## src/pkg/jnp_pkg.sv

```systemverilog
package jnp_pkg;

  // --------------------------------------------------------------------
  // tap controller
  // --------------------------------------------------------------------
  typedef enum logic [3:0] {
    TAP_RESET = 4'h0, TAP_IDLE = 4'h1, TAP_SEL_DR = 4'h2, TAP_CAP_DR = 4'h3,
    TAP_SH_DR = 4'h4, TAP_EX1_DR = 4'h5, TAP_PAU_DR = 4'h6, TAP_EX2_DR = 4'h7,
    TAP_UP_DR = 4'h8, TAP_SEL_IR = 4'h9, TAP_CAP_IR = 4'ha, TAP_SH_IR = 4'hb,
    TAP_EX1_IR = 4'hc, TAP_PAU_IR = 4'hd, TAP_EX2_IR = 4'he, TAP_UP_IR = 4'hf
  } jnp_tap_t;

  localparam int IR_W = 4;
  localparam logic [3:0] IR_CAPTURE = 4'h1;
  localparam logic [3:0] IR_UNLOCK = 4'h4;
  localparam logic [3:0] IR_CMD = 4'h5;
  localparam logic [3:0] IR_PLOAD = 4'h6;
  localparam logic [3:0] IR_PREAD = 4'h7;
  localparam logic [3:0] IR_CORE_RST = 4'hc;
  localparam logic [3:0] IR_BYPASS = 4'hf;

  // --------------------------------------------------------------------
  // data registers and command words
  // --------------------------------------------------------------------
  localparam int CMD_W = 15;
  localparam int KEY_W = 16;
  localparam int BYTE_W = 8;
  localparam logic [15:0] UNLOCK_KEY = 16'ha370;
  localparam int PBUF_WRITE_TCK = 11;

  localparam logic [6:0] OPC_ENTER = 7'h23;
  localparam logic [6:0] OPC_ADDR_HI = 7'h07;
  localparam logic [6:0] OPC_ADDR_LO = 7'h03;
  localparam logic [6:0] OPC_DATA_LO = 7'h13;
  localparam logic [6:0] OPC_DATA_HI = 7'h17;
  localparam logic [6:0] OPC_LATCH = 7'h77;
  localparam logic [6:0] OPC_START_A = 7'h39;
  localparam logic [6:0] OPC_START_B = 7'h35;
  localparam logic [6:0] OPC_START_C = 7'h31;
  localparam logic [6:0] OPC_RD_A = 7'h32;
  localparam logic [6:0] OPC_RD_B = 7'h36;
  localparam logic [6:0] OPC_RD_EXT = 7'h3a;
  localparam logic [6:0] OPC_RD_HI = 7'h3e;

  localparam logic [7:0] ENT_NOP = 8'h00;
  localparam logic [7:0] ENT_ERASE = 8'h80;
  localparam logic [7:0] ENT_FLASH_WR = 8'h10;
  localparam logic [7:0] ENT_FLASH_RD = 8'h02;
  localparam logic [7:0] ENT_EE_WR = 8'h11;
  localparam logic [7:0] ENT_EE_RD = 8'h03;
  localparam logic [7:0] ENT_FUSE_WR = 8'h40;
  localparam logic [7:0] ENT_LOCK_WR = 8'h20;
  localparam logic [7:0] ENT_FUSE_RD = 8'h04;
  localparam logic [7:0] ENT_SIG_RD = 8'h08;

  typedef enum logic [3:0] {
    MODE_NONE = 4'h0, MODE_ERASE = 4'h1, MODE_FLASH_WR = 4'h2, MODE_FLASH_RD = 4'h3,
    MODE_EE_WR = 4'h4, MODE_EE_RD = 4'h5, MODE_FUSE_WR = 4'h6, MODE_LOCK_WR = 4'h7,
    MODE_FUSE_RD = 4'h8, MODE_SIG_RD = 4'h9
  } jnp_mode_t;

  typedef enum logic [3:0] {
    OP_NONE = 4'h0, OP_ERASE = 4'h1, OP_FLASH_PAGE = 4'h2, OP_EE_PAGE = 4'h3,
    OP_FUSE_EXT = 4'h4, OP_FUSE_HI = 4'h5, OP_FUSE_LO = 4'h6, OP_LOCK = 4'h7,
    OP_PBUF_WORD = 4'h8, OP_PBUF_LO = 4'h9, OP_PBUF_HI = 4'ha, OP_EE_BYTE = 4'hb
  } jnp_op_t;

  typedef struct packed {
    jnp_op_t op;
    logic [15:0] data;
  } jnp_nvm_cmd_t;

  // each bit is 1 when that fuse or lock bit is programmed
  typedef struct packed {
    logic [7:0] ext;
    logic [7:0] hi;
    logic [7:0] lo;
    logic [7:0] lock;
  } jnp_fuse_t;

endpackage
```

## src/hw/jnp_nvm_jtag.sv

```systemverilog
// Function
// fuse/lock read words return extended, high, low fuse then lock bits
// signature mode, address load, read words return selected signature byte
// calibration read shares signature enter word and low address load
// calibration read words 0110110 then 0110111 return calibration byte
// no-operation enter word disables every armed programming function
// programmer may skip leading words when upper seven bits already match
// poll status bit reads 0 while an operation runs, 1 when done
// fuse write data bit 0 programs fuse, 1 unprograms it
// lock write data bit 0 programs lock bit, 1 leaves it unchanged
// fuse and lock readout returns 0 programmed, 1 unprogrammed
// address bits above implemented flash or eeprom top bit are ignored
// page load update copies byte chain to holding register, writes buffer
// page load updates alternate low then high byte, first is low
// page load pre-increments address before low bytes except the first
// page read captures alternate low then high flash byte, low first
// page read post-increments address after every high byte capture
// programmer keeps eleven test clocks between page load updates
// core hold then unlock key enables programming commands
// exit: nop, clear unlock register, release core hold
// chip erase started under command instruction, then polled
// programmer erases the chip before any flash programming
// programmer follows the word-by-word flash write sequence
// programmer loads page address with word index 0 before streaming
// commands with no function enabled are ignored and shift out zeros
`timescale 1ns/1ps
module jnp_nvm_jtag #(
  parameter int FLASH_ADDRESS_TOP_BIT = 15,
  parameter int EEPROM_ADDRESS_TOP_BIT = 10
) (
  input wire logic i_mclk,
  input wire logic i_arst_n,
  input wire logic i_tck,
  input wire logic i_tms,
  input wire logic i_tdi,
  input wire logic [15:0] i_flash_word,
  input wire logic [7:0] i_ee_byte,
  input wire logic [7:0] i_sig_byte,
  input wire logic [7:0] i_cal_byte,
  input wire jnp_pkg::jnp_fuse_t i_fuse,
  input wire logic i_nvm_done,
  output logic o_tdo,
  output logic o_tdo_oe,
  output logic o_core_reset,
  output logic o_prog_unlocked,
  output logic [15:0] o_nvm_addr,
  output jnp_pkg::jnp_nvm_cmd_t o_nvm_cmd
);

  localparam logic [15:0] FLASH_MASK = 16'((32'h1 << (FLASH_ADDRESS_TOP_BIT + 1)) - 32'h1);
  localparam logic [15:0] EE_MASK = 16'((32'h1 << (EEPROM_ADDRESS_TOP_BIT + 1)) - 32'h1);

  // --------------------------------------------------------------------
  // pin sampling and test clock edges
  // --------------------------------------------------------------------
  logic [2:0] pin_s;
  logic tck_d;
  logic tck_rise;
  logic tck_fall;
  logic tms;
  logic tdi;

  jnp_sync #(.W(3)) u_sync (
    .i_mclk(i_mclk),
    .i_arst_n(i_arst_n),
    .i_d({i_tck, i_tms, i_tdi}),
    .o_q(pin_s)
  );

  assign tms = pin_s[1];
  assign tdi = pin_s[0];
  assign tck_rise = pin_s[2] & ~tck_d;
  assign tck_fall = ~pin_s[2] & tck_d;

  // --------------------------------------------------------------------
  // tap controller
  // --------------------------------------------------------------------
  jnp_pkg::jnp_tap_t tap;
  jnp_pkg::jnp_tap_t next_tap;

  always_comb begin
    case (tap)
      jnp_pkg::TAP_RESET: next_tap = tms ? jnp_pkg::TAP_RESET : jnp_pkg::TAP_IDLE;
      jnp_pkg::TAP_IDLE: next_tap = tms ? jnp_pkg::TAP_SEL_DR : jnp_pkg::TAP_IDLE;
      jnp_pkg::TAP_SEL_DR: next_tap = tms ? jnp_pkg::TAP_SEL_IR : jnp_pkg::TAP_CAP_DR;
      jnp_pkg::TAP_CAP_DR: next_tap = tms ? jnp_pkg::TAP_EX1_DR : jnp_pkg::TAP_SH_DR;
      jnp_pkg::TAP_SH_DR: next_tap = tms ? jnp_pkg::TAP_EX1_DR : jnp_pkg::TAP_SH_DR;
      jnp_pkg::TAP_EX1_DR: next_tap = tms ? jnp_pkg::TAP_UP_DR : jnp_pkg::TAP_PAU_DR;
      jnp_pkg::TAP_PAU_DR: next_tap = tms ? jnp_pkg::TAP_EX2_DR : jnp_pkg::TAP_PAU_DR;
      jnp_pkg::TAP_EX2_DR: next_tap = tms ? jnp_pkg::TAP_UP_DR : jnp_pkg::TAP_SH_DR;
      jnp_pkg::TAP_UP_DR: next_tap = tms ? jnp_pkg::TAP_SEL_DR : jnp_pkg::TAP_IDLE;
      jnp_pkg::TAP_SEL_IR: next_tap = tms ? jnp_pkg::TAP_RESET : jnp_pkg::TAP_CAP_IR;
      jnp_pkg::TAP_CAP_IR: next_tap = tms ? jnp_pkg::TAP_EX1_IR : jnp_pkg::TAP_SH_IR;
      jnp_pkg::TAP_SH_IR: next_tap = tms ? jnp_pkg::TAP_EX1_IR : jnp_pkg::TAP_SH_IR;
      jnp_pkg::TAP_EX1_IR: next_tap = tms ? jnp_pkg::TAP_UP_IR : jnp_pkg::TAP_PAU_IR;
      jnp_pkg::TAP_PAU_IR: next_tap = tms ? jnp_pkg::TAP_EX2_IR : jnp_pkg::TAP_PAU_IR;
      jnp_pkg::TAP_EX2_IR: next_tap = tms ? jnp_pkg::TAP_UP_IR : jnp_pkg::TAP_SH_IR;
      jnp_pkg::TAP_UP_IR: next_tap = tms ? jnp_pkg::TAP_SEL_DR : jnp_pkg::TAP_IDLE;
      default: next_tap = jnp_pkg::TAP_RESET;
    endcase
  end

  // actions take effect at the rising test clock edge that leaves the state
  logic cap_dr;
  logic sh_dr;
  logic up_dr;
  logic cap_ir;
  logic sh_ir;
  logic up_ir;

  assign cap_dr = tck_rise & (tap == jnp_pkg::TAP_CAP_DR);
  assign sh_dr = tck_rise & (tap == jnp_pkg::TAP_SH_DR);
  assign up_dr = tck_rise & (tap == jnp_pkg::TAP_UP_DR);
  assign cap_ir = tck_rise & (tap == jnp_pkg::TAP_CAP_IR);
  assign sh_ir = tck_rise & (tap == jnp_pkg::TAP_SH_IR);
  assign up_ir = tck_rise & (tap == jnp_pkg::TAP_UP_IR);

  // --------------------------------------------------------------------
  // instruction and data scan chains
  // --------------------------------------------------------------------
  logic [3:0] ir;
  logic [3:0] ir_q;
  logic [14:0] cmd_q;
  logic [15:0] unl_q;
  logic [7:0] byte_q;
  logic [0:0] rst_q;
  logic [0:0] byp_q;
  logic sel_cmd;
  logic sel_pload;
  logic sel_pread;
  logic sel_unlock;
  logic sel_rst;
  logic sel_byp;
  logic [14:0] cmd_cap;
  logic [7:0] byte_cap;
  logic pr_cap;

  assign sel_cmd = ir == jnp_pkg::IR_CMD;
  assign sel_pload = ir == jnp_pkg::IR_PLOAD;
  assign sel_pread = ir == jnp_pkg::IR_PREAD;
  assign sel_unlock = ir == jnp_pkg::IR_UNLOCK;
  assign sel_rst = ir == jnp_pkg::IR_CORE_RST;
  assign sel_byp = ~(sel_cmd | sel_pload | sel_pread | sel_unlock | sel_rst);

  jnp_scan #(.W(jnp_pkg::IR_W)) u_ir (
    .i_mclk(i_mclk), .i_arst_n(i_arst_n), .i_cap(cap_ir), .i_shift(sh_ir),
    .i_cap_val(jnp_pkg::IR_CAPTURE), .i_tdi(tdi), .o_q(ir_q)
  );

  jnp_scan #(.W(jnp_pkg::CMD_W)) u_cmd (
    .i_mclk(i_mclk), .i_arst_n(i_arst_n), .i_cap(cap_dr & sel_cmd),
    .i_shift(sh_dr & sel_cmd), .i_cap_val(cmd_cap), .i_tdi(tdi), .o_q(cmd_q)
  );

  jnp_scan #(.W(jnp_pkg::KEY_W)) u_unlock (
    .i_mclk(i_mclk), .i_arst_n(i_arst_n), .i_cap(cap_dr & sel_unlock),
    .i_shift(sh_dr & sel_unlock), .i_cap_val(16'h0000), .i_tdi(tdi), .o_q(unl_q)
  );

  jnp_scan #(.W(jnp_pkg::BYTE_W)) u_byte (
    .i_mclk(i_mclk), .i_arst_n(i_arst_n), .i_cap(pr_cap),
    .i_shift(sh_dr & (sel_pload | sel_pread)), .i_cap_val(byte_cap), .i_tdi(tdi),
    .o_q(byte_q)
  );

  jnp_scan #(.W(1)) u_rst (
    .i_mclk(i_mclk), .i_arst_n(i_arst_n), .i_cap(cap_dr & sel_rst),
    .i_shift(sh_dr & sel_rst), .i_cap_val(o_core_reset), .i_tdi(tdi), .o_q(rst_q)
  );

  jnp_scan #(.W(1)) u_byp (
    .i_mclk(i_mclk), .i_arst_n(i_arst_n), .i_cap(cap_dr & sel_byp),
    .i_shift(sh_dr & sel_byp), .i_cap_val(1'b0), .i_tdi(tdi), .o_q(byp_q)
  );

  // --------------------------------------------------------------------
  // command decode
  // --------------------------------------------------------------------
  jnp_pkg::jnp_mode_t mode;
  jnp_pkg::jnp_mode_t next_mode;
  jnp_pkg::jnp_mode_t enter_mode;
  jnp_pkg::jnp_op_t start_op;
  jnp_pkg::jnp_op_t latch_op;
  logic [6:0] opc;
  logic [7:0] arg;
  logic prog_en;
  logic cmd_go;
  logic pl_up;
  logic ee_mode;
  logic [15:0] amask;
  logic [15:0] pc_inc;
  logic [15:0] wr_data;
  logic [7:0] data_lo;
  logic [7:0] data_hi;
  logic [7:0] rd;
  logic [7:0] rd_a;
  logic [7:0] rd_b;
  logic running;
  logic byte_hi;
  logic first_load;

  assign opc = cmd_q[14:8];
  assign arg = cmd_q[7:0];
  assign prog_en = o_prog_unlocked & o_core_reset;
  assign cmd_go = up_dr & sel_cmd & prog_en;
  assign pl_up = up_dr & sel_pload & prog_en;
  assign pr_cap = cap_dr & sel_pread & prog_en;
  assign ee_mode = (mode == jnp_pkg::MODE_EE_WR) | (mode == jnp_pkg::MODE_EE_RD);
  assign amask = ee_mode ? EE_MASK : FLASH_MASK;
  assign pc_inc = 16'(o_nvm_addr + 16'h0001) & amask;

  // done bit sits at position 9 of the returned word, nothing when disarmed
  assign cmd_cap = (mode == jnp_pkg::MODE_NONE) ? 15'h0000 :
                   {5'h00, ~running, 1'b0, rd};  // see
  assign byte_cap = byte_hi ? i_flash_word[15:8] : i_flash_word[7:0];

  always_comb begin
    case (arg)
      jnp_pkg::ENT_ERASE: enter_mode = jnp_pkg::MODE_ERASE;
      jnp_pkg::ENT_FLASH_WR: enter_mode = jnp_pkg::MODE_FLASH_WR;
      jnp_pkg::ENT_FLASH_RD: enter_mode = jnp_pkg::MODE_FLASH_RD;
      jnp_pkg::ENT_EE_WR: enter_mode = jnp_pkg::MODE_EE_WR;
      jnp_pkg::ENT_EE_RD: enter_mode = jnp_pkg::MODE_EE_RD;
      jnp_pkg::ENT_FUSE_WR: enter_mode = jnp_pkg::MODE_FUSE_WR;
      jnp_pkg::ENT_LOCK_WR: enter_mode = jnp_pkg::MODE_LOCK_WR;
      jnp_pkg::ENT_FUSE_RD: enter_mode = jnp_pkg::MODE_FUSE_RD;
      jnp_pkg::ENT_SIG_RD: enter_mode = jnp_pkg::MODE_SIG_RD;  // see
      default: enter_mode = jnp_pkg::MODE_NONE;
    endcase
  end

  always_comb begin
    start_op = jnp_pkg::OP_NONE;
    case (mode)
      jnp_pkg::MODE_ERASE: begin
        if (opc == jnp_pkg::OPC_START_C) start_op = jnp_pkg::OP_ERASE;
      end
      jnp_pkg::MODE_FLASH_WR: begin
        if (opc == jnp_pkg::OPC_START_B) start_op = jnp_pkg::OP_FLASH_PAGE;
      end
      jnp_pkg::MODE_EE_WR: begin
        if (opc == jnp_pkg::OPC_START_C) start_op = jnp_pkg::OP_EE_PAGE;
      end
      jnp_pkg::MODE_FUSE_WR: begin
        if (opc == jnp_pkg::OPC_START_A) start_op = jnp_pkg::OP_FUSE_EXT;
        if (opc == jnp_pkg::OPC_START_B) start_op = jnp_pkg::OP_FUSE_HI;
        if (opc == jnp_pkg::OPC_START_C) start_op = jnp_pkg::OP_FUSE_LO;
      end
      jnp_pkg::MODE_LOCK_WR: begin
        if (opc == jnp_pkg::OPC_START_C) start_op = jnp_pkg::OP_LOCK;
      end
      default: start_op = jnp_pkg::OP_NONE;
    endcase
  end

  assign latch_op = (mode == jnp_pkg::MODE_FLASH_WR) ? jnp_pkg::OP_PBUF_WORD :
                    (mode == jnp_pkg::MODE_EE_WR) ? jnp_pkg::OP_EE_BYTE : jnp_pkg::OP_NONE;

  // fuses carry {unprogram mask, program mask}; lock bits never unprogram
  assign wr_data = (mode == jnp_pkg::MODE_FUSE_WR) ? {data_lo, ~data_lo} :
                   (mode == jnp_pkg::MODE_LOCK_WR) ? {8'h00, ~data_lo} :
                   {data_hi, data_lo};

  // readouts invert programmed flags so that programmed reads as 0
  assign rd_a = (mode == jnp_pkg::MODE_FLASH_RD) ? i_flash_word[7:0] :
                (mode == jnp_pkg::MODE_EE_RD) ? i_ee_byte :
                (mode == jnp_pkg::MODE_FUSE_RD) ? ~i_fuse.lo :  // see
                (mode == jnp_pkg::MODE_SIG_RD) ? i_sig_byte : rd;
  assign rd_b = (mode == jnp_pkg::MODE_FLASH_RD) ? i_flash_word[15:8] :
                (mode == jnp_pkg::MODE_FUSE_RD) ? ~i_fuse.lock :  // see
                (mode == jnp_pkg::MODE_SIG_RD) ? i_cal_byte : rd;

  // --------------------------------------------------------------------
  // next state of the programming engine
  // --------------------------------------------------------------------
  logic [15:0] next_pc;
  logic [7:0] next_lo;
  logic [7:0] next_hi;
  logic [7:0] next_rd;
  jnp_pkg::jnp_nvm_cmd_t next_cmd;

  always_comb begin
    next_mode = mode;
    next_pc = o_nvm_addr;
    next_lo = data_lo;
    next_hi = data_hi;
    next_rd = rd;
    next_cmd.op = jnp_pkg::OP_NONE;
    next_cmd.data = o_nvm_cmd.data;
    if (!prog_en) begin
      next_mode = jnp_pkg::MODE_NONE;
    end else if (cmd_go) begin
      if (opc == jnp_pkg::OPC_ENTER) begin
        next_mode = enter_mode;
      end else if (mode != jnp_pkg::MODE_NONE) begin
        case (opc)
          jnp_pkg::OPC_ADDR_HI: next_pc = {arg, o_nvm_addr[7:0]} & amask;
          jnp_pkg::OPC_ADDR_LO: next_pc = {o_nvm_addr[15:8], arg} & amask;
          jnp_pkg::OPC_DATA_LO: next_lo = arg;
          jnp_pkg::OPC_DATA_HI: next_hi = arg;
          jnp_pkg::OPC_LATCH: begin
            next_cmd.op = latch_op;
            if (latch_op != jnp_pkg::OP_NONE) next_cmd.data = {data_hi, data_lo};
          end
          jnp_pkg::OPC_START_A, jnp_pkg::OPC_START_B, jnp_pkg::OPC_START_C: begin
            next_cmd.op = start_op;
            if (start_op != jnp_pkg::OP_NONE) next_cmd.data = wr_data;
          end
          jnp_pkg::OPC_RD_A: next_rd = rd_a;
          jnp_pkg::OPC_RD_B: next_rd = rd_b;
          jnp_pkg::OPC_RD_EXT: begin
            if (mode == jnp_pkg::MODE_FUSE_RD) next_rd = ~i_fuse.ext;
          end
          jnp_pkg::OPC_RD_HI: begin
            if (mode == jnp_pkg::MODE_FUSE_RD) next_rd = ~i_fuse.hi;
          end
          default: next_rd = rd;
        endcase
      end
    end else if (pl_up) begin
      // chain byte goes to the holding register and page buffer at once
      next_cmd.data = {8'h00, byte_q};
      next_cmd.op = byte_hi ? jnp_pkg::OP_PBUF_HI : jnp_pkg::OP_PBUF_LO;
      if (!byte_hi && !first_load) next_pc = pc_inc;
    end else if (pr_cap) begin
      if (byte_hi) next_pc = pc_inc;
    end
  end

  // --------------------------------------------------------------------
  // registers
  // --------------------------------------------------------------------
  always_ff @(posedge i_mclk or negedge i_arst_n) begin
    if (!i_arst_n) begin
      tck_d <= 1'b0;
      tap <= jnp_pkg::TAP_RESET;
    end else begin
      tck_d <= pin_s[2];
      if (tck_rise) tap <= next_tap;
    end
  end

  always_ff @(posedge i_mclk or negedge i_arst_n) begin
    if (!i_arst_n) begin
      ir <= jnp_pkg::IR_BYPASS;
    end else if (tck_rise && tap == jnp_pkg::TAP_RESET) begin
      ir <= jnp_pkg::IR_BYPASS;
    end else if (up_ir) begin
      ir <= ir_q;
    end
  end

  // latched on update so the key is not live while it shifts
  always_ff @(posedge i_mclk or negedge i_arst_n) begin
    if (!i_arst_n) begin
      o_core_reset <= 1'b0;
      o_prog_unlocked <= 1'b0;
    end else if (up_dr) begin
      if (sel_rst) o_core_reset <= rst_q[0];  // see
      if (sel_unlock) o_prog_unlocked <= unl_q == jnp_pkg::UNLOCK_KEY;
    end
  end

  always_ff @(posedge i_mclk or negedge i_arst_n) begin
    if (!i_arst_n) begin
      mode <= jnp_pkg::MODE_NONE;
      o_nvm_addr <= 16'h0000;
      data_lo <= 8'h00;
      data_hi <= 8'h00;
      rd <= 8'h00;
      o_nvm_cmd <= '0;
    end else begin
      mode <= next_mode;
      o_nvm_addr <= next_pc;
      data_lo <= next_lo;
      data_hi <= next_hi;
      rd <= next_rd;
      o_nvm_cmd <= next_cmd;
    end
  end

  // a start in the same cycle as done wins, so no operation is lost
  always_ff @(posedge i_mclk or negedge i_arst_n) begin
    if (!i_arst_n) begin
      running <= 1'b0;
    end else if (cmd_go && start_op != jnp_pkg::OP_NONE) begin
      running <= 1'b1;
    end else if (i_nvm_done) begin
      running <= 1'b0;
    end
  end

  // byte phase restarts whenever a new instruction is loaded
  always_ff @(posedge i_mclk or negedge i_arst_n) begin
    if (!i_arst_n) begin
      byte_hi <= 1'b0;
      first_load <= 1'b1;
    end else if (up_ir) begin
      byte_hi <= 1'b0;  // see
      first_load <= 1'b1;
    end else if (pl_up || pr_cap) begin
      byte_hi <= ~byte_hi;
      first_load <= 1'b0;
    end
  end

  // --------------------------------------------------------------------
  // test data out, changes on the falling test clock edge
  // --------------------------------------------------------------------
  logic tdo_sel;

  assign tdo_sel = (tap == jnp_pkg::TAP_SH_IR) ? ir_q[0] :
                   sel_cmd ? cmd_q[0] :
                   (sel_pload | sel_pread) ? byte_q[0] :
                   sel_unlock ? unl_q[0] :
                   sel_rst ? rst_q[0] : byp_q[0];

  always_ff @(posedge i_mclk or negedge i_arst_n) begin
    if (!i_arst_n) begin
      o_tdo <= 1'b0;
      o_tdo_oe <= 1'b0;
    end else if (tck_fall) begin
      o_tdo <= tdo_sel;
      o_tdo_oe <= (tap == jnp_pkg::TAP_SH_DR) | (tap == jnp_pkg::TAP_SH_IR);
    end
  end

endmodule // jnp_nvm_jtag

```

## src/hw/jnp_scan.sv

```systemverilog
`timescale 1ns/1ps
module jnp_scan #(
  parameter int W = 8
) (
  input wire logic i_mclk,
  input wire logic i_arst_n,
  input wire logic i_cap,
  input wire logic i_shift,
  input wire logic [W-1:0] i_cap_val,
  input wire logic i_tdi,
  output logic [W-1:0] o_q
);

  // lsb leaves first, new bit enters at the msb
  always_ff @(posedge i_mclk or negedge i_arst_n) begin
    if (!i_arst_n) begin
      o_q <= '0;
    end else if (i_cap) begin
      o_q <= i_cap_val;
    end else if (i_shift) begin
      o_q <= W'({i_tdi, o_q} >> 1);
    end
  end

endmodule // jnp_scan

```

## src/hw/jnp_sync.sv

```systemverilog
`timescale 1ns/1ps
module jnp_sync #(
  parameter int W = 1
) (
  input wire logic i_mclk,
  input wire logic i_arst_n,
  input wire logic [W-1:0] i_d,
  output logic [W-1:0] o_q
);

  logic [W-1:0] meta;

  always_ff @(posedge i_mclk or negedge i_arst_n) begin
    if (!i_arst_n) begin
      meta <= '0;
      o_q <= '0;
    end else begin
      meta <= i_d;
      o_q <= meta;
    end
  end

endmodule // jnp_sync

```

## config.mk

```make
export PLATFORM = sky130hd
export DESIGN_NAME = jnp_nvm_jtag
export DESIGN_NICKNAME = d
export VERILOG_FILES = /design/src/pkg/jnp_pkg.sv /design/src/hw/jnp_nvm_jtag.sv /design/src/hw/jnp_scan.sv /design/src/hw/jnp_sync.sv
export SDC_FILE = /design/constraint.sdc
export NUM_CORES = 1
export LEC_CHECK = 0
export BUFFER_PORTS_ARGS = -buffer_cell sky130_fd_sc_hd__buf_2
export CAP_MARGIN = 20
export CORE_ASPECT_RATIO = 1.4
export CORE_MARGIN = 1.5
export CORE_UTILIZATION = 32
export CTS_CLUSTER_SIZE = 12
export DETAILED_ROUTE_END_ITERATION = 10
export PLACE_DENSITY_LB_ADDON = 0.1
export SLEW_MARGIN = 20
export SYNTH_ARGS = -nofsm -noshare
export SYNTH_HDL_FRONTEND = slang
export SYNTH_HIERARCHICAL = 1
export SYNTH_SLANG_ARGS = --single-unit
```

## constraint.sdc

```tcl
create_clock -name i_mclk -period 7.2 [get_ports i_mclk]
set_clock_uncertainty 0.1 [all_clocks]
set_input_delay 0.36 -clock i_mclk [delete_from_list [all_inputs] [get_ports i_mclk]]
set_output_delay 0.36 -clock i_mclk [all_outputs]
set_load 0.02 [all_outputs]
```

* Word level (Yosys, flattened, before mapping) *
Cells that the tools add are included.

storage, ports and cells
  register bits = 131
  bits of input ports = 78
  output and inout bits = 40
  logic and storage cells = 256

cells by class
  add/sub/neg operators = 1
  eq/ne operators = 65
  multiplexer cells = 84
  bitwise logic cells = 45
  reductions and logical operators = 36

operator list
  kind                   number
  $mux 16                14
  $mux 20                5
  $mux 8                 12
  $mux 4                 15
  $eq 7x6->1 const B     8
  $and 16x16->16         3
  $eq 4x3->1 const B     12
  $pmux 4 s12            1
  $eq 4x4->1 const B     11
  $not 8->8              5
  $pmux 20 s2            1
  $pmux 4 s9             1
  $pmux 16 s2            1
  $pmux 8 s4             1
  $mux 15                2
  $and 1x1->1            24
  $pmux 4 s5             1
  $reduce_bool 2->1      10
  $mux 1                 19
  $add 16x1->16 const B  1
  $eq 16x16->1 const B   1
  $eq 4x2->1 const B     4
  $eq 8x2->1 const B     2
  $eq 8x5->1 const B     2
  other kinds (34)       75

* Longest topological paths before layout *
  depth in word-level cells = 12
  depth in mapped cells = 10
  gate-level depth less buffers = 7

* Cells and area by module *
Netlist, hierarchy kept.

modules (own cells, without submodules)
  module                 instances  cells each  area an instance (sq um)  sequential area each (sq um)
  jnp_nvm_jtag           1          680         5769.3                    2008.2
  jnp_scan at u_unlock   1          69          744.5                     400.4
  jnp_scan at u_cmd      1          65          699.4                     375.4
  jnp_scan at u_byte     1          34          372.9                     200.2
  jnp_scan at u_ir       1          17          186.4                     100.1
  jnp_sync               1          6           150.1                     150.1
  jnp_scan at u_byp ...  2          4           43.8                      25.0

* Worst setup path before layout *
OpenSTA, ideal clock, no wires.

  kind = register to register
  from = register u_cmd.o_q[11]
  to = register o_nvm_cmd[10] (netlist name)
  library setup time = 0.125 ns
  data arrival time = 2.463 ns
  data required time = 6.975 ns
  slack = 4.512 ns
  stages on the path, launching flop included = 9
  path buffers = 2
  period minus slack after synthesis = 2.688 ns
  cell sequence = dfrtp_1 -> buf_6 -> nand4b_4 -> or2_1 -> or4_1 -> a32oi_1 -> nor3b_4 -> buf_8 -> mux2_4

on the way
  word-level cells in the longest chain between the ends = 8
  elaborated cells on any way between the ends = 24
  classes of those cells = 9 x eq/ne; 12 x mux; 3 x reduce/logical

RTL lines
  element                            line                                      RTL
  start, declared                    jnp_scan.sv:11                            output logic [W-1:0] o_q
  start signal, assigned             jnp_scan.sv:19                            o_q <= i_cap_val;
  start signal, assigned             jnp_scan.sv:21                            o_q <= W'({i_tdi, o_q} >> 1);
  $eq 7x6->1                         jnp_nvm_jtag.sv:245, jnp_nvm_jtag.sv:296
  $mux 3                             jnp_nvm_jtag.sv:245                       if (opc == jnp_pkg::OPC_START_A) start_op = jnp_pkg::OP_FUSE_EXT;
  $mux 4                             jnp_nvm_jtag.sv:246                       if (opc == jnp_pkg::OPC_START_B) start_op = jnp_pkg::OP_FUSE_HI;
  $mux 4                             jnp_nvm_jtag.sv:247                       if (opc == jnp_pkg::OPC_START_C) start_op = jnp_pkg::OP_FUSE_LO;
  $pmux 4 s5                         jnp_nvm_jtag.sv:234                       case (mode)
  $reduce_bool 4->1                  jnp_nvm_jtag.sv:307                       if (start_op != jnp_pkg::OP_NONE) next_cmd.data = wr_data;
  $ne 3x3->1 (no source line)        -
  $reduce_and 7->1 (no source line)  -
  end signal, assigned               jnp_nvm_jtag.sv:378                       o_nvm_cmd <= next_cmd;
  end, declared                      jnp_nvm_jtag.sv:47                        output jnp_pkg::jnp_nvm_cmd_t o_nvm_cmd

Parallel ways exist; a longest one is shown, timed or not. The select of a mux whose other input is x is not followed.
A chain may end at the register's enable or synchronous reset.

* Worst setup path after layout *
  from = register tap[0]
  to = register o_nvm_addr[10]

on the way
  word-level cells in the longest chain between the ends = 6
  elaborated cells on any way between the ends = 19
  classes of those cells = 6 x eq/ne; 2 x mux; 8 x bitwise; 3 x reduce/logical

RTL lines
  element                                                              line                                                           RTL
  start, declared                                                      jnp_nvm_jtag.sv:78                                             jnp_pkg::jnp_tap_t tap;
  start signal, assigned                                               jnp_nvm_jtag.sv:336                                            tap <= jnp_pkg::TAP_RESET;
  start signal, assigned                                               jnp_nvm_jtag.sv:339                                            if (tck_rise) tap <= next_tap;
  $eq 4x4->1 / $eq 4x2->1 (equally long branches)                      jnp_nvm_jtag.sv:113, jnp_nvm_jtag.sv:111
  $and 1x1->1 (on tied branches)                                       jnp_nvm_jtag.sv:113, jnp_nvm_jtag.sv:111
  $and 1x1->1 (on tied branches) (2 in a row)                          jnp_nvm_jtag.sv:205, jnp_nvm_jtag.sv:206, jnp_nvm_jtag.sv:207
  $ne 3x1->1 (no source line), or another cell as far along            -
  $reduce_and 7->1 (no source line) / $mux 16 (equally long branches)  -
  end signal, assigned                                                 jnp_nvm_jtag.sv:374                                            o_nvm_addr <= next_pc;
  end, declared                                                        jnp_nvm_jtag.sv:46                                             output logic [15:0] o_nvm_addr,

Parallel ways exist; a longest one is shown, timed or not.

==> results_dict.tcl <==
set metrics [dict create \
    crit_path_end_kind "flip-flop" \
    drc 0 \
    insertion_delay_ns 0.43 \
    core_area_mm2 0.0246 \
    synth_fa_ha_area_share_pct 0.156 \
    critPathKind "flip-flop to flip-flop" \
    antenna_left 0 \
    async_flop_share_pct 100 \
    cap_viol_max_count 0 \
    p_sw_share_pct 28.3 \
    sequentialPowerShare_pct 44.3 \
    initial_core_util_pct 32.6 \
    wirelength_mm 23.6 \
    worst_pin_slew_ns 0.989 \
    die_x_um 137 \
    grt_pass1_vias 6529 \
    p_sw_w 0.000557 \
    rsz0062_at_grt "false" \
    muxShareOfSynthArea_pct 12.5 \
    p_int_w 0.00141 \
    cp_max_fo 20 \
    finalSetupViolCount 0 \
    clkPwrFrac_pct 43.1 \
    min_period_ns 3.57 \
    outcome "complete, no violations" \
    ys_top_cells_by_area "dfrtp_1 39%, mux2i_1 6.0%, nand2_1 5.0%" \
    fill_cells 2578 \
    viasPerCell 5.21 \
    p_per_area_mw_per_mm2 208 \
    required_ns 7.43 \
    vias 6894 \
    relSlewSlack_pct 33.8 \
    ys.warnings.count 6 \
    numCtsBuffers 17 \
    post-route-cell-area_mm2 0.00947 \
    synthTopCellsByCount "126 x dfrtp_1, 106 x nand2_1, 94 x nor2_1" \
    synthSimpleGateAreaFrac_pct 22.6 \
    die_h_um 190 \
    post-place-cells 1286 \
    netlist-cell-type-count 83 \
    dieArea_mm2 0.0260 \
    combPwrFrac_pct 12.6 \
    htree_num_levels 4 \
    ctsHoldBuffers 4 \
    clock_sinks 131 \
    grt_pass1_wl_mm 37.3 \
    layout-drive-gt1-share_pct 22.3 \
    total_power_w 0.00197 \
    drt_iter0_drc 397 \
    grt_max_degree 68 \
    hold_violations 0 \
    track_usage_pct 18.8 \
    drv_slew 0 \
    clk_path_buf_depth 2 \
    place_area_mm2 0.00884 \
    antenna_cells 0 \
    synth-xor-area-share_pct 0.437 \
    min_period_over_period_pct 49.6 \
    gp_congestion 0.838 \
    port_buffers 117 \
    wl_per_cell_um 17.9 \
    setup_tns_ns 0 \
    ys_seq_area_share_pct 41.0 \
    final_cells 1323 \
    final_nets 1074 \
    synth_top_cell_area_share_pct 39.4 \
    cts_setup_buffers 0 \
    grt_overflow_total 0 \
    vdd_drop_max_v 0.000141 \
    synthCells 879 \
    p_leak_nw 3.79 \
    synth_flop_cell "dfrtp_1" \
    yosys.area.top_type "dfrtp_1" \
    firstDrtPassIters 5 \
    cts_tree "built" \
    area_delta_synth_final_pct 18.2 \
    clk_pin_slew_worst_paths_ns 0.06 \
    start_kind "flip-flop" \
    post_cts_resized 0 \
    netlist_area_mm2 0.00801 \
    ys_seq_elements 131 \
    antenna_found_initial 0 \
    dp.final_hpwl_mm 16.9 \
    synth_top_family_by_area "simple AND/OR/NAND/NOR gates" \
    synth-compound-area-share_pct 18.7 \
    yosysMostFrequentCell "dfrtp_1" \
    hp-start "i_nvm_done" \
    synth-edff-count 0 \
    cts_root_buffer "clkbuf_16" \
    cp.arrival_ns 3.80 \
    io_pins 118 \
    syn_area_per_cell_um2 9.11 \
    crit_path_start "tap[0]" \
    hold_path_class "input port to flip-flop" \
    rows 68 \
    r2r-start "tap[0]" \
    clock.fmax_mhz 280 \
]
worst paths after layout:
| check | end | slack [ns] | cells past startpoint |
|---|---|---|---|
| max | o_nvm_addr[10] | 3.63 | 6 |
| max reg2reg | o_nvm_addr[10] | 3.63 | 6 |
| max in group asynchronous | u_cmd/o_q[2] | 5.35 | 3 |
| min reg2reg | u_sync/o_q[2] | 0.25 | 0 |
| min in group asynchronous | tap[1] | 0.36 | 2 |
| min | running | 0.03 | 2 |
power by group through the flow:
stage / clock [W] / combinational, W / sequential (W)
floorplan: 0 / 0.000202 / 0.000833
global placement: 0 / 0.000245 / 0.000885
detailed placement: 0 / 0.000246 / 0.000883
CTS: 0.000869 / 0.000249 / 0.000870
global route: 0.000896 / 0.000278 / 0.000881
finish: 0.000847 / 0.000247 / 0.000872
stage by stage:
| step | setup WS [ns] | util (%) | hold slack, ns |
|---|---|---|---|
| after floorplan | 4.51 | - | -0.0356 |
| after global placement | 3.69 | 36.0 | 0.235 |
| after detailed placement | 3.66 | 36.0 | 0.235 |
| after CTS | 3.66 | 38.4 | 0.00912 |
| after global routing | 3.34 | 38.5 | 0.0151 |
| final | 3.63 | 38.5 | 0.0331 |
flip-flops by register name, summed over array words and instances, names as in the netlist:
register / cells
o_nvm_cmd: 20
u_cmd/o_q: 15
u_byp/o_q: 1
u_ir/o_q: 4
u_sync/o_q: 3
tap: 4
u_sync/meta: 3
o_core_reset: 1
data_lo: 8
o_prog_unlocked: 1
o_nvm_addr: 16
o_tdo_oe: 1
data_hi: 8
u_byte/o_q: 8
u_rst/o_q: 1
ir: 4
running: 1
tck_d: 1
o_tdo: 1
rd: 8
byte_hi: 1
mode: 4
u_unlock/o_q: 16
first_load: 1
layout by cell type (no fill, tap or decap), types with 9 or more instances in the layout:
cell type,count
nand4_1,10
a22oi_1,9
a211oi_1,25
o22ai_1,11
clkbuf_16,17
dfrtp_1,126
mux2i_1,48
buf_4,9
nor3_1,18
a21oi_1,54
nor2b_1,17
o21ai_1,36
nor2_1,94
o21ai_0,32
conb_1,27
and2_1,10
buf_2,116
o311ai_0,9
nand2_1,106
nand2b_1,12
mux2_2,33
mux2_4,10
nand3_1,22
cell families (layout without fill, tap and decap cells):
logic type / Yosys count / after routing
mux: 91 / 91
xor+xnor: 4 / 4
flops: 131 / 131
compound gates: 232 / 232
buf+inv: 67 / 171
fa+ha+maj: 1 / 1
other cells: 2 / 27
simple gates: 351 / 351
per-layer routing:
layer  GRT usage, %  routed length (um)
met5              0                   0
met4           6.67                 475
met3           3.49                 779
met2           30.6               11700
met1           24.7               10700
cell type report:
type                            instances  area, um2  share of cell area [%]
Timing Repair Buffer                  131        711                    7.51
Sequential cell                       131       3280                    34.7
Multi-Input combinational cell        706       4490                    47.4
Tap cell                              315        394                    4.16
Inverter                                8       30.0                   0.317
Clock buffer                           22        454                    4.80
Clock inverter                         10        109                    1.15
critical path: stages (launching register included):
cell and delay [ns]:
dfrtp_1 0.57, nor4b_2 0.47, nand4_1 0.77, or3_1 0.67
a2111oi_4 0.46, o21ai_0 0.16, a22o_1 0.26
Note: power is estimated with default switching activity, not from simulation.
